$ cat src/iasc_consts.vh
// Constants for the slave address match and state code block
`ifndef IASC_CONSTS_VH
`define IASC_CONSTS_VH
`define IASC_ADR_OFFSET 8'hC3
`define IASC_STA_OFFSET 8'hC1
`define IASC_ADR_RESET 8'h00
`define IASC_STA_RESET 8'h00
`define IASC_GC_BIT 0
`define IASC_ADDR_MSB 7
`define IASC_ADDR_LSB 1
`define IASC_GC_ADDR 7'h00
`define IASC_ST_OWN_W 8'h60
`define IASC_ST_GC 8'h70
`define IASC_ST_OWN_R 8'hA8
`define IASC_ZERO_BITS 3'h0
`endif

$ cat src/iasc_match.v
// Serial address comparator, most significant bit first
`timescale 1ns/1ps
`default_nettype none
module iasc_match (
    input wire core_clk_i,
    input wire rst_n_i,
    input wire ce_i,
    input wire start_i,
    input wire bit_valid_i,
    input wire bit_i,
    input wire [6:0] own_addr_i,
    output reg own_hit_o,
    output reg gc_hit_o,
    output reg [2:0] bit_cnt_o
);
    // ==========================================================
    // Bitwise compare
    wire [2:0] idx;
    assign idx = 3'h6 - bit_cnt_o;
    always @(posedge core_clk_i) begin
        if (!rst_n_i) begin
            own_hit_o <= 1'b0;
            gc_hit_o <= 1'b0;
            bit_cnt_o <= 3'h0;
        end else if (ce_i) begin
            if (start_i) begin
                own_hit_o <= 1'b1;
                gc_hit_o <= 1'b1;
                bit_cnt_o <= 3'h0;
            end else if (bit_valid_i && bit_cnt_o != 3'h7) begin
                // First received bit meets stored bit 6
                if (bit_i != own_addr_i[idx])
                    own_hit_o <= 1'b0;
                if (bit_i)
                    gc_hit_o <= 1'b0;
                bit_cnt_o <= bit_cnt_o + 3'h1;
            end
        end
    end
endmodule // iasc_match
`default_nettype wire

$ cat src/iasc_top.v
// Own address register, address recognition and state code register
//
// Function
// - Own slave address comes from address register bits seven down to one.
// - General call address zero is recognised only when bit zero is set.
// - In master mode the address register is ignored for address recognition; it can still be written and read.
// - Stored address bits compared MSB first against received bits.
// - Matching own address answered for both write and read direction.
// - Twenty-eight bus states each get a distinct eight-bit code.
// - Code sits in bits seven to three; low three bits read zero.
// - Code is valid only while the serial event flag is set.
// - State code register is eight bits, resets to zero, at 0xC1.
// - Own address with write, acknowledged, reports 0x60 and raises flag.
// - General call acknowledged reports 0x70 and raises flag.
// - Own address with read, acknowledged, reports 0xA8 and raises flag.
`timescale 1ns/1ps
`default_nettype none
`include "iasc_consts.vh"
module iasc_top (
    input wire core_clk_i,
    input wire rst_n_i,
    input wire ce_i,
    input wire [7:0] sfr_addr_i,
    input wire sfr_wr_i,
    input wire [7:0] sfr_wdata_i,
    output reg [7:0] sfr_rdata_o,
    input wire master_mode_i,
    input wire start_i,
    input wire bit_valid_i,
    input wire bit_i,
    input wire ack_i,
    input wire ext_event_i,
    input wire [4:0] ext_code_i,
    input wire event_flag_clr_i,
    output reg event_flag_o,
    output wire addr_match_o,
    output reg [7:0] state_code_o
);
    // ==========================================================
    // Registers
    reg [7:0] own_slave_address;
    reg [7:0] bus_state_code;
    reg rw_bit;
    reg addr_done;
    wire own_hit;
    wire gc_hit;
    wire [2:0] bit_cnt;
    wire [6:0] own_addr_bits;
    wire gencall_enable;
    wire slave_ok;
    wire own_ok;
    wire gc_ok;
    wire addr_ack;
    reg [7:0] next_code;
    reg next_set;
    assign own_addr_bits = own_slave_address[`IASC_ADDR_MSB:`IASC_ADDR_LSB];
    assign gencall_enable = own_slave_address[`IASC_GC_BIT];
    assign slave_ok = !master_mode_i;
    assign own_ok = slave_ok && own_hit;
    assign gc_ok = slave_ok && gencall_enable && gc_hit && !rw_bit;
    assign addr_match_o = addr_done && (own_ok || gc_ok);
    assign addr_ack = addr_done && ack_i;
    // ==========================================================
    // Address comparator
    iasc_match u_match (
        .core_clk_i(core_clk_i),
        .rst_n_i(rst_n_i),
        .ce_i(ce_i),
        .start_i(start_i),
        .bit_valid_i(bit_valid_i),
        .bit_i(bit_i),
        .own_addr_i(own_addr_bits),
        .own_hit_o(own_hit),
        .gc_hit_o(gc_hit),
        .bit_cnt_o(bit_cnt)
    );
    // ==========================================================
    // Direction bit capture, eighth bit of the address byte
    always @(posedge core_clk_i) begin
        if (!rst_n_i) begin
            rw_bit <= 1'b0;
            addr_done <= 1'b0;
        end else if (ce_i) begin
            if (start_i) begin
                addr_done <= 1'b0;
            end else if (bit_valid_i && bit_cnt == 3'h7 && !addr_done) begin
                rw_bit <= bit_i;
                addr_done <= 1'b1;
            end else if (addr_ack) begin
                addr_done <= 1'b0;
            end
        end
    end
    // ==========================================================
    // Next state code
    always @* begin
        next_code = bus_state_code;
        next_set = 1'b0;
        if (addr_ack && own_ok) begin
            // Own address wins over general call when both match
            next_set = 1'b1;
            if (rw_bit)
                next_code = `IASC_ST_OWN_R;
            else
                next_code = `IASC_ST_OWN_W;
        end else if (addr_ack && gc_ok) begin
            next_set = 1'b1;
            next_code = `IASC_ST_GC;
        end else if (ext_event_i) begin
            // Other states come from the sequencer as a five-bit field
            next_set = 1'b1;
            next_code = {ext_code_i, `IASC_ZERO_BITS};
        end
    end
    // ==========================================================
    // Register file
    always @(posedge core_clk_i) begin
        if (!rst_n_i) begin
            own_slave_address <= `IASC_ADR_RESET;
            bus_state_code <= `IASC_STA_RESET;
            event_flag_o <= 1'b0;
            state_code_o <= `IASC_STA_RESET;
        end else if (ce_i) begin
            if (sfr_wr_i && sfr_addr_i == `IASC_ADR_OFFSET)
                own_slave_address <= sfr_wdata_i;
            // Writes to the code register are dropped, never stored
            if (next_set) begin
                bus_state_code <= next_code;
                state_code_o <= next_code;
            end
            // Set beats a clear arriving in the same cycle
            if (next_set)
                event_flag_o <= 1'b1;
            else if (event_flag_clr_i)
                event_flag_o <= 1'b0;
        end
    end
    // ==========================================================
    // Read mux, unmapped addresses read zero
    always @(posedge core_clk_i) begin
        if (!rst_n_i) begin
            sfr_rdata_o <= 8'h00;
        end else if (ce_i) begin
            case (sfr_addr_i)
                `IASC_ADR_OFFSET: sfr_rdata_o <= own_slave_address;
                `IASC_STA_OFFSET: sfr_rdata_o <= bus_state_code;
                default: sfr_rdata_o <= 8'h00;
            endcase
        end
    end
endmodule // iasc_top
`default_nettype wire
$ cat config.mk
export PLATFORM = sky130hd
export DESIGN_NAME = iasc_top
export DESIGN_NICKNAME = d
export VERILOG_FILES = /design/src/iasc_match.v /design/src/iasc_top.v
export VERILOG_INCLUDE_DIRS = /design/src /design/src/src
export SDC_FILE = /design/constraint.sdc
export NUM_CORES = 1
export LEC_CHECK = 0
export BUFFER_PORTS_ARGS = -buffer_cell sky130_fd_sc_hd__clkbuf_2
export CAP_MARGIN = 20
export CORE_MARGIN = 1.5
export CORE_UTILIZATION = 45
export DETAILED_ROUTE_END_ITERATION = 8
export PLACE_DENSITY = 0.74
export SLEW_MARGIN = 20
export SYNTH_ARGS = -nofsm -noshare
export SYNTH_HDL_FRONTEND = slang
export SYNTH_SLANG_ARGS = --single-unit
$ cat constraint.sdc
create_clock -name core_clk_i -period 3.05 [get_ports core_clk_i]
set_clock_uncertainty 0.2 [all_clocks]
set_input_delay 0.4575 -clock core_clk_i [delete_from_list [all_inputs] [get_ports core_clk_i]]
set_output_delay 0.4575 -clock core_clk_i [all_outputs]
set_load 0.05 [all_outputs]
## Word-level counts from Yosys, hierarchy flattened

Index checks and enable logic that the tools add are counted.

| operators by class | value |
|---|---|
| add/subtract/negate cells | 2 |
| bitwise logic cells | 1 |
| $mul | 0 |
| shifts and indexed selects | 0 |
| div/mod/pow operators | 0 |
| mux-type cells | 23 |
| equal/unequal tests | 5 |
| $lt $le $gt $ge | 1 |
| reduce and logical (&&, ||, !) cells | 30 |

Operator list:

| kind | number |
|---|---|
| 8-bit two-way mux | 4 |
| 8-bit == test (second input constant) | 2 |
| 8-bit case mux with 2 select lines | 1 |
| 1-bit two-way mux | 15 |
| 1-bit logical AND | 12 |
| 3-bit AND reduction | 4 |
| 2-bit AND reduction | 4 |
| 2-bit nonzero test | 4 |
| 3-bit two-way mux | 2 |
| 3-bit nonzero test | 2 |
| 3-bit by 4-bit < comparator with 1-bit output (second input constant) | 1 |
| 3-bit by 1-bit adder with 3-bit output (second input constant) | 1 |
| 1-bit binary-select mux with 3-bit select | 1 |
| 3-bit == test (second input constant) | 1 |
| 1-bit zero test | 3 |
| 3-bit inequality test (second input constant) | 1 |
| 3-bit subtractor (first input constant) | 1 |
| 1-bit logical OR | 1 |
| 1-bit inequality test | 1 |
| 1-bit inverter | 1 |

| word-level totals | value |
|---|---|
| RAM bits | 0 |
| bits in latches | 0 |
| memories kept | 0 |
| bits in read-only memories | 0 |
| register bits after elaboration | 32 |
| output and inout port bits | 18 |
| bits of input ports | 32 |

## Logic depth before layout (Yosys ltp)

Gate-level depths: netlist of the first run.

| logic depth | value |
|---|---|
| word-level depth | 9 |
| gate-level depth with buffers | 6 |
| depth with buffers taken out | 6 |

## Hierarchy

A second synthesis of the first run with hierarchy kept.

| unflattened totals | value |
|---|---|
| cells, all modules | 147 |
| area, all modules | 1477.7 um^2 |

By module, submodules not included:

| module | cells an instance | area each (um^2) | seq. area each (um^2) | instances |
|---|---|---|---|---|
| iasc_top | 114 | 1167.4 | 480.5 | 1 |
| iasc_match | 33 | 310.3 | 100.1 | 1 |

## Worst setup path after synthesis of the first run

OpenSTA, ideal clock, no wires.

| timing path | value |
|---|---|
| path type | flip-flop to output port |
| from | reg rw_bit |
| to | out addr_match_o |
| stages on the path, launching flop included | 4 |
| data required time | 2.392 ns |
| path slack | 0.613 ns |
| data arrival time | 1.780 ns |
| path through | dfxtp_1 and3b_1 nor2_1 nor3b_1 |

| between the ends | value |
|---|---|
| longest elaborated chain between the ends | 4 |

Ends and longest elaborated chain:

| what | line | source |
|---|---|---|
| from (decl) | iasc_top.v:43 | `reg rw_bit;` |
| from (signal assigned) | iasc_top.v:87 | `rw_bit <= bit_i;` |
| 1-bit zero test | iasc_top.v:60 | `assign gc_ok = slave_ok && gencall_enable && gc_hit && !rw_bit;` |
| 1-bit logical AND | iasc_top.v:60 |  |
| 1-bit logical OR | iasc_top.v:61 | `assign addr_match_o = addr_done && (own_ok \|\| gc_ok);` |
| 1-bit logical AND | iasc_top.v:61 |  |
| to (decl) | iasc_top.v:36 | `output wire addr_match_o,` |

No other way between the ends.

## Final worst setup path of the first run

| timing path | value |
|---|---|
| from | reg own_slave_address[0] |
| to | out addr_match_o |

| between the ends | value |
|---|---|
| longest elaborated chain between the ends | 5 |

Ends and longest elaborated chain:

| what | line | source |
|---|---|---|
| from (decl) | iasc_top.v:41 | `reg [7:0] own_slave_address;` |
| from (signal assigned) | iasc_top.v:119 | `` own_slave_address <= `IASC_ADR_RESET; `` |
| from (signal assigned) | iasc_top.v:125 | `own_slave_address <= sfr_wdata_i;` |
| 1-bit logical AND (3 in series) | iasc_top.v:60 |  |
| 1-bit logical OR | iasc_top.v:61 |  |
| 1-bit logical AND | iasc_top.v:61 |  |

No other way between the ends.

==> out/results.tsv, run 1 <==
stage	metric	value	unit
status	outcome	complete, but fails checks	
status	failing checks	design-rule violations	
timing	relative slew slack	40.04	%
drt	drt pass-1 iters	7	
run	number of max-cap violations	0	
drt	Iter 0 DRT Violations	96	
layout	Seq. cell area	580.6	um2
floorplan	Core ar.	0.002805	mm2
power_and_ir_drop	leakage	0.0007047	uW
clock_tree	Clock Pin Slew Worst Setup and Hold Paths	90	ps
critical_path	CP Launch Type	flip-flop	
place	placed instance count	223	
clock_tree	TritonCTS clock tree	built	
layout	Final nets	234	
critical_path	critical path type	reg -> out	
layout	fraction of layout instances using a drive strength above 1	28.50	%
min_path	Hold WC Path Type	in -> reg	
synth	prevailing post-synth register cell	dfxtp_1	
clock_tree	Num CTS Buffers	5	
timing	min Tclk post-route	2187	ps
place	post-place setup slack	799.3	ps
timing	Worst Slack Setup Final	863.0	ps
synth	post-synth top area cell	dfxtp_1	
layout	multi-input logic area	706.9	um2
clock_tree	CTS H-tree depth	2	
synth	Distinct cells, synth	39	
power_and_ir_drop	PD cells	434.6	mW/mm2
layout	Layout fillers	275	
synth	number of flops mapped to enable cells by yosys	0	
clock_tree	clock latency on the worst-skew pair	330	ps
layout	number of diodes	0	
floorplan	FP Rows	19	
global_routing	vias in the first global route	1246	
drt	final WL	3.393	mm
critical_path	CP arrival	1530	ps
drt	# DRC	5	
synth	ranking of synthesized cells by area	dfxtp_1, a21oi_1, nor2_1, a222oi_1, nand2_1	
timing	fmax	0.4572	GHz
critical_path	crit-path max FO	5	
critical_path	Crit path required time	2390	ps
clock_tree	clk sinks	29	
global_routing	initial antenna violation count	0	
synth	Seq/Total Area, Yosys	42.53	%
clock_tree	Setup Fix Bufs, Post-CTS	0	
drt	Via density	5.727	
synth	synth warn	0	
synth	share of the synthesized area in the top cell type	42.53	%
place	routability cong.	0.8419	
global_routing	largest net degree at the start of global routing	28	
timing	Slew @ Worst Pin	894.5	ps
clock_tree	Max Buffers Root-to-Sink	2	
synth	most frequent cells after synthesis	dfxtp_1, a21oi_1, nor2_1, nand2_1, nand3_1	
timing	final hold vios	0	
layout	final cell count without fillers	231	
layout	Syn-to-layout area delta	19.98	%
floorplan	die area	0.003373	mm2
global_routing	Overflow after GRT	0	
clock_tree	CTS Hold Bufs	0	
synth	mapped cell area	0.001365	mm2
floorplan	Die H	58.08	um
drt	Antenna Violating Nets Remaining	0	
global_routing	global-route wire length before repair	5.637	mm
drt	DR WL/cell	14.69	um
critical_path	Critical Path End Type	output pin	
floorplan	io pins	50	
global_routing	gr usage total	22.22	%
timing	RSZ-0062 raised after global routing	no	
synth	asr flop ratio synth	0	%
drt	Vias	1323	
clock_tree	clock root cell	clkbuf_4	
timing	Sum Neg Setup Slack	0	ps
place	post-DP HPWL	2.524	mm
floorplan	initial core utilization	48.66	%
timing	fin. max-slew vios	0	
synth	count leader, synth	dfxtp_1	
clock_tree	post-CTS sizing	0	
floorplan	Die Wd	58.08	um
power_and_ir_drop	Worst VDD drop	0.0001968	V
synth	synthesized flop and latch total	29	
timing	# setup viols final	0	
place	IO buf count	46	
synth	Mapped Cells	155	
synth	Avg Cell Area, Syn	8.807	um2
timing	final worst path period share	71.71	%
## registers in the layout, summed over array words and instances (netlist names)
register	cells
u_match.gc_hit_o	1
addr_done	1
event_flag_o	1
own_slave_address	8
u_match.own_hit_o	1
rw_bit	1
u_match.bit_cnt_o	3
sfr_rdata_o	8
bus_state_code	5
## layout by cell type (no fill, tap or decap), types with 2 or more instances in the layout
| cell type | instances |
|---|---|
| and2_1 | 2 |
| a211oi_1 | 3 |
| nand3_1 | 8 |
| a22oi_1 | 5 |
| nand2_1 | 12 |
| clkinv_2 | 2 |
| dfxtp_1 | 29 |
| o21ai_0 | 4 |
| a222oi_1 | 5 |
| ha_1 | 3 |
| inv_1 | 6 |
| nor3_1 | 2 |
| or4_1 | 3 |
| clkbuf_2 | 46 |
| conb_1 | 3 |
| and3b_1 | 3 |
| nor2_1 | 15 |
| nand4bb_1 | 2 |
| mux2i_1 | 4 |
| a21oi_1 | 19 |
| clkbuf_4 | 5 |
## worst paths after layout
path | slack, ps | startpoint | depth (start not counted) | endpoint
setup reg to reg | 990 | u_match.bit_cnt_o[0] | 5 | u_match.own_hit_o
hold / removal | 150 | sfr_wdata_i[4] | 3 | own_slave_address[4]
hold reg to reg | 290 | own_slave_address[1] | 2 | own_slave_address[1]
setup / recovery | 860 | own_slave_address[0] | 4 | addr_match_o
## worst max-delay path, stage by stage (launching register included)
cell and delay, ps:
dfxtp_1 370, and3b_1 280, nor2_1 70, nor3b_1 170, clkbuf_2 300
## routing by layer
metal	vias up	global-route usage [%]	share of wire, %
met4	0	7.973	1.2
li1	651	-	-
met5	-	0	0
met1	619	28.37	46
met3	4	6.920	6.4
met2	49	35.39	46
## layout make-up
type                            instances  area share [%]
Multi-Input combinational cell        110           43.16
Sequential cell                        29           35.45
Timing Repair Buffer                   46           14.06
Tap cell                               31           2.368
Clock buffer                            5           2.292
Inverter                                7           1.604
Clock inverter                          3           1.070
## power breakdown
group / switching [uW] / total, uW / internal, uW
registers: 6.27 / 392 / 386
logic: 59.6 / 90.2 / 30.6
clock network: 143 / 230 / 86.7
total: 209 / 712 / 503
## cell families (layout without fill, tap and decap cells)
| kind of cell | Yosys count | after routing | synth area share (%) |
|---|---|---|---|
| buf+inv | 18 | 61 | 6.233 |
| mux | 5 | 5 | 4.583 |
| other cells | 1 | 3 | 0.2747 |
| xor+xnor | 2 | 2 | 1.283 |
| compound gates | 45 | 45 | 22.09 |
| fa+ha+maj | 3 | 3 | 2.750 |
| simple gates | 52 | 52 | 20.26 |
| flops | 29 | 29 | 42.53 |
## metrics by stage
stage | total power, uW | util [%] | instance area, um2 | hold WS (ps)
final | 711.8 | 58.39 | 1638 | 150.8
after global placement | 488.4 | 56.42 | 1583 | 266.1
after detailed placement | 490.0 | 56.42 | 1583 | 280.7
after floorplan | 458.5 | - | 1373 | 245.0
after CTS | 719.8 | 58.39 | 1638 | 139.2
after global routing | 746.5 | 58.39 | 1638 | 142.0
Note: power is estimated with default switching activity, not from simulation.
==> run 2, diff against run 1 <==
- clock period: 3.05 -> 2.1 ns (I/O delays scaled with it)
==> run 2 against run 1 <==
The flow still finishes with violations (design-rule violations). Die area unchanged. First-iteration DRC count down 10%. Hold slack got worse by 140 ps. Via count rose by 0.38%. Critical path type is now reg -> reg. Critical endpoint is now u_match.own_hit_o.
==> out/results.tsv, run 2 (same netlist as run 1, synthesis figures left out) <==
stage	metric	value	unit	change
timing	final hold vios	0		unchanged
power_and_ir_drop	Design Power	1049	uW	+47%
clock_tree	Setup Fix Bufs, Post-CTS	0		unchanged
clock_tree	Clock Pin Slew Worst Setup and Hold Paths	90	ps	about the same
global_routing	largest net degree at the start of global routing	18		-36%
clock_tree	clock latency on the worst-skew pair	320	ps	about the same
floorplan	FP Rows	19		unchanged
critical_path	R2R setup slack	90	ps	-900 ps
floorplan	initial core utilization	48.66	%	unchanged
clock_tree	Num CTS Buffers	5		unchanged
critical_path	critical path type	reg -> reg		
status	failing checks	design-rule violations		
layout	final core utilization	59.95	%	+1.6 points
clock_tree	clock root cell	clkbuf_4		
critical_path	RR Startpoint	u_match.bit_cnt_o[0]		
global_routing	vias in the first global route	1214		-2.6%
clock_tree	clk sinks	29		unchanged
clock_tree	CTS H-tree depth	2		unchanged
drt	Vias	1328		+0.38%
floorplan	die area	0.003373	mm2	unchanged
timing	min Tclk post-route	2012	ps	
critical_path	Critical Path End Type	flip-flop		
layout	Final nets	239		+2.1%
drt	final WL	3.414	mm	+0.62%
power_and_ir_drop	leakage	0.0007306	uW	+3.7%
layout	commonest non-fill, non-tap cell in the layout	clkbuf_2		
global_routing	gr usage total	21.46	%	-0.76 points
timing	fmax	0.4969	GHz	
critical_path	Critical Path End	u_match.own_hit_o		
power_and_ir_drop	PD cells	623.9	mW/mm2	+44%
global_routing	initial antenna violation count	0		unchanged
timing	# setup viols final	0		unchanged
place	post-DP HPWL	2.629	mm	+4.2%
global_routing	global-route wire length before repair	5.430	mm	-3.7%
timing	fin. max-slew vios	0		unchanged
drt	DR WL/cell	14.53	um	-1.1%
run	number of max-cap violations	0		unchanged
layout	fraction of layout instances using a drive strength above 1	30.39	%	+1.9 points
critical_path	Critical R2R Capture	u_match.own_hit_o		
floorplan	Die H	58.08	um	unchanged
drt	# DRC	5		unchanged
global_routing	Overflow after GRT	0		unchanged
critical_path	CP arrival	2050	ps	+520 ps
timing	Slew @ Worst Pin	547.6	ps	-346.9 ps
clock_tree	Max Buffers Root-to-Sink	2		unchanged
drt	Iter 0 DRT Violations	86		-10%
timing	Sum Neg Setup Slack	0	ps	unchanged
layout	commonest non-fill, non-tap cells in the layout	clkbuf_2, dfxtp_1, a21oi_1		
timing	relative slew slack	63.21	%	+23 points
critical_path	CP startpoint	u_match.bit_cnt_o[0]		
layout	Largest regs	own_slave_address x8, sfr_rdata_o x8, bus_state_code x5		
place	routability cong.	0.7539		-10%
floorplan	Die Wd	58.08	um	unchanged
layout	Syn-to-layout area delta	23.19	%	
min_path	Hold WC Path Type	in -> reg		
drt	Antenna Violating Nets Remaining	0		unchanged
timing	final worst path period share	95.82	%	
power_and_ir_drop	Worst VDD drop	0.0003359	V	+71%
critical_path	CP Launch Type	flip-flop		
place	IO buf count	46		unchanged
layout	number of diodes	0		unchanged
critical_path	crit-path max FO	5		unchanged
layout	Layout fillers	266		-3.3%
floorplan	io pins	50		unchanged
critical_path	Worst R2R Path Depth	5		unchanged
clock_tree	TritonCTS clock tree	built		
critical_path	Crit path required time	2140	ps	-250 ps
floorplan	Core ar.	0.002805	mm2	unchanged
drt	drt pass-1 iters	7		unchanged
status	outcome	complete, but fails checks		
timing	RSZ-0062 raised after global routing	no		
drt	Via density	5.651		-1.3%
==> run 2: cell count changes in the layout (fill, tap and decap cells not counted) <==
cell,previous run,this run
dfxtp_1,29,28
nor3b_1,1,0
dfxtp_2,0,1
clkbuf_1,0,1
clkbuf_8,0,1
clkinv_2,2,0
clkinvlp_4,1,0
buf_4,0,5
nor3b_2,0,1
==> run 2: final cells by class <==
| cell class | instances | area (um2) | area share (%) |
|---|---|---|---|
| clock buffers | 7 | 55.05 | 3.274 |
| inverters | 7 | 26.28 | 1.563 |
| multi-input cells | 110 | 711.9 | 42.34 |
| flip-flops and latches | 29 | 581.8 | 34.60 |
| well taps | 31 | 38.79 | 2.307 |
| repair buffers | 51 | 267.8 | 15.92 |
==> run 2: power by group <==
| part | internal, uW | total [uW] | leakage, uW | switching, uW |
|---|---|---|---|---|
| clock network | 158 | 342 | 0.0000314 | 184 |
| logic | 49.2 | 138 | 0.000464 | 88.5 |
| registers | 560 | 569 | 0.000236 | 9.02 |
| total | 767 | 1050 | 0.000731 | 282 |
==> run 2: worst max-delay path, cell delays in order (launching register included) <==
cell and delay [ps]:
dfxtp_2 350, ha_1 400, mux2i_1 150, mux4_2 480, xnor2_1 130, a211oi_1 220
==> run 2: how the worst min path moves through the flow <==
stage          slack (ps)              from                    to  depth (start not counted)
4_1_cts                 9    sfr_wdata_i[2]  own_slave_address[2]                          3
6_report               20    sfr_wdata_i[5]  own_slave_address[5]                          3
3_5_place_dp          280  u_match.gc_hit_o      u_match.gc_hit_o                          2
3_3_place_gp          270  u_match.gc_hit_o      u_match.gc_hit_o                          2
5_1_grt                10           rst_n_i          event_flag_o                          2
2_1_floorplan         230           rst_n_i          event_flag_o                          1
==> run 2: what timing repair did <==
item | CTS | global route
endpoints found under the setup margin | 0 | 1
hold buffers | 0 | 0
hold endpoints to repair | 0 | 0
resized for setup | 0 | 1
==> run 2: stage by stage <==
step / instances / hold slack (ps) / setup slack, ps / instance area, um2
floorplan: 157 / 232.6 / 155.3 / 1378
global placement: 228 / 268.5 / 141.6 / 1625
detailed placement: 228 / 282.7 / 85.63 / 1625
CTS: 235 / 8.902 / 72.38 / 1680
global route: 235 / 13.83 / 26.26 / 1682
finish: 235 / 15.43 / 87.71 / 1682
==> run 2: routing by layer <==
| metal | up-vias | wire, um | global-route usage [%] |
|---|---|---|---|
| met5 | - | 0 | 0 |
| met1 | 622 | 1489 | 25.83 |
| met3 | 7 | 187 | 6.250 |
| li1 | 659 | - | - |
| met4 | 0 | 67 | 8.638 |
| met2 | 40 | 1670 | 35.88 |
==> run 3, diff against run 2 <==
- CORE_ASPECT_RATIO: not set -> 0.6
- clock period: 2.1 -> 2.55 ns (I/O delays scaled with it)
==> run 3 against run 2 <==
The run now ends clean. Hold slack gained 110 ps. Critical path depth down 1. First-iteration DRC count shrank 40%. Global-route usage grew 1.1 points. Final cell count is 3.8% higher. Largest cell class unchanged. Total power down 5.0%. Sequential power down 17%. Critical endpoint is now addr_match_o. Core utilization shrank 0.30 points.
==> out/results.tsv, run 3 (same netlist as run 1, synthesis figures left out) <==
stage	metric	value	unit	change
status	outcome	complete, no violations		
min_path	hold-critical path depth	3		unchanged
min_path	min-delay src	sfr_wdata_i[4]		
clock_tree	clock latency on the worst-skew pair	280	ps	-40 ps
layout	commonest non-fill, non-tap cells in the layout	clkbuf_2, dfxtp_1, a21oi_1		
critical_path	Crit path required time	1970	ps	-170 ps
drt	DR WL/cell	14.61	um	+0.54%
place	IO buf count	46		unchanged
timing	fmax	0.4926	GHz	
floorplan	io pins	50		unchanged
timing	relative slew slack	61.88	%	-1.3 points
global_routing	Overflow after GRT	0		unchanged
run	number of max-cap violations	0		unchanged
timing	Sum Neg Setup Slack	0	ps	unchanged
critical_path	Critical Path End Type	output pin		
critical_path	CP arrival	1450	ps	-600 ps
critical_path	CP top delay family	simple AND/OR/NAND/NOR gates		
power_and_ir_drop	leakage	0.0007382	uW	+1.0%
layout	commonest non-fill, non-tap cell in the layout	clkbuf_2		
timing	Slew @ Worst Pin	567.5	ps	+19.86 ps
floorplan	initial core utilization	47.54	%	-1.1 points
layout	multi-input logic area	706.9	um2	-0.70%
drt	Iter 0 DRT Violations	52		-40%
floorplan	Core ar.	0.002872	mm2	+2.4%
critical_path	Worst R2R Path Depth	5		unchanged
clock_tree	CTS H-tree depth	2		unchanged
clock_tree	Clock Pin Slew Worst Setup and Hold Paths	70	ps	-20 ps
layout	Seq. cell area	580.6	um2	-0.22%
min_path	Hold WC Path Type	in -> reg		
clock_tree	TritonCTS clock tree	built		
global_routing	largest net degree at the start of global routing	21		+3
place	post-DP HPWL	2.769	mm	+5.3%
layout	final instance area	0.001713	mm2	+1.9%
drt	Antenna Violating Nets Remaining	0		unchanged
clock_tree	Num CTS Buffers	5		unchanged
clock_tree	post-CTS sizing	0		unchanged
floorplan	die area	0.003384	mm2	+0.32%
drt	# DRC	0		-5
timing	final worst path period share	79.60	%	
critical_path	slowest stage delay, CP	320	ps	-160 ps
layout	Final nets	236		-1.3%
layout	Syn-to-layout area delta	25.48	%	
drt	drt pass-1 iters	5		-2
clock_tree	Setup Fix Bufs, Post-CTS	0		unchanged
drt	Vias	1310		-1.4%
floorplan	Die Wd	74.11	um	+28%
critical_path	crit-path max FO	5		unchanged
clock_tree	CTS Hold Bufs	0		unchanged
critical_path	RR Startpoint	u_match.bit_cnt_o[0]		
critical_path	R2R setup slack	540	ps	+450 ps
global_routing	gr usage total	22.53	%	+1.1 points
critical_path	highest-delay cell along the critical path	dfxtp_1		
layout	number of diodes	0		unchanged
drt	Via density	5.369		-5.0%
power_and_ir_drop	Worst VDD drop	0.0003098	V	-7.8%
clock_tree	clock root cell	clkbuf_8		
layout	Largest regs	own_slave_address x8, sfr_rdata_o x8, bus_state_code x5		
global_routing	global-route wire length before repair	5.409	mm	-0.39%
timing	final hold vios	0		unchanged
timing	min Tclk post-route	2030	ps	
floorplan	FP Rows	15		-4
layout	Layout fillers	276		+3.8%
global_routing	initial antenna violation count	0		unchanged
power_and_ir_drop	PD cells	581.7	mW/mm2	-6.8%
timing	RSZ-0062 raised after global routing	no		
timing	# setup viols final	0		unchanged
critical_path	Critical R2R Capture	u_match.own_hit_o		
clock_tree	Max Buffers Root-to-Sink	2		unchanged
critical_path	Crit path buffers/inverters	1		+1
drt	final WL	3.564	mm	+4.4%
floorplan	Die H	45.66	um	-21%
timing	fin. max-slew vios	0		unchanged
min_path	hold endpoint	own_slave_address[4]		
clock_tree	clk sinks	29		unchanged
critical_path	CP cell instances	and3b_1 -> nor2_1 -> nor3b_1 -> clkbuf_2		
place	placed cell area	0.001612	mm2	-0.85%
layout	fraction of layout instances using a drive strength above 1	29.21	%	-1.2 points
critical_path	CP Launch Type	flip-flop		
place	routability cong.	0.7801		+3.5%
critical_path	critical path type	reg -> out		
global_routing	vias in the first global route	1184		-2.5%
-- run 3: tightest hold or removal path: stages --
cell      delay (ps)
clkbuf_2          80
nand3_1           50
a21oi_1           50
-- run 3: how the worst max path moves through the flow --
stage / startpoint / endpoint / slack, ps / depth (start not counted)
after detailed placement: ce_i / rw_bit / 520 / 5
after floorplan: rw_bit / addr_match_o / 190 / 3
after CTS: rw_bit / addr_match_o / 510 / 4
after global placement: u_match.bit_cnt_o[0] / u_match.own_hit_o / 590 / 5
final: rw_bit / addr_match_o / 520 / 4
after global routing: own_slave_address[0] / addr_match_o / 440 / 4
-- run 3: per-stage QoR --
step | worst slack, ps | util [%] | hold slack, ps | power (uW) | cells
floorplan | 188.0 | - | 245.0 | 548.3 | 157
global placement | 588.2 | 56.12 | 270.4 | 584.5 | 236
detailed placement | 516.0 | 56.12 | 275.2 | 588.3 | 236
CTS | 513.8 | 59.65 | 127.9 | 999.5 | 244
global route | 437.2 | 59.65 | 123.2 | 1032 | 244
finish | 520.1 | 59.65 | 126.8 | 996.4 | 244
-- run 3: power by group --
group	switching, uW	internal, uW
Sequential	7.81	462
Combinational	72.0	37.5
Clock	174	243
-- run 3: layout make-up --
class / count / area share [%]
clock buffers: 7 / 5.625
flip-flops and latches: 29 / 33.89
inverters: 7 / 1.534
well taps: 42 / 3.068
multi-input cells: 110 / 41.27
clock inverters: 1 / 0.2922
repair buffers: 48 / 14.32
-- run 3: per-layer routing --
| layer | global-route usage (%) | vias up | wire, um |
|---|---|---|---|
| met5 | 0 | - | 0 |
| met4 | 9.259 | 0 | 41 |
| met1 | 27.46 | 611 | 1639 |
| met3 | 8.628 | 4 | 240 |
| li1 | - | 655 | - |
| met2 | 36.25 | 40 | 1642 |
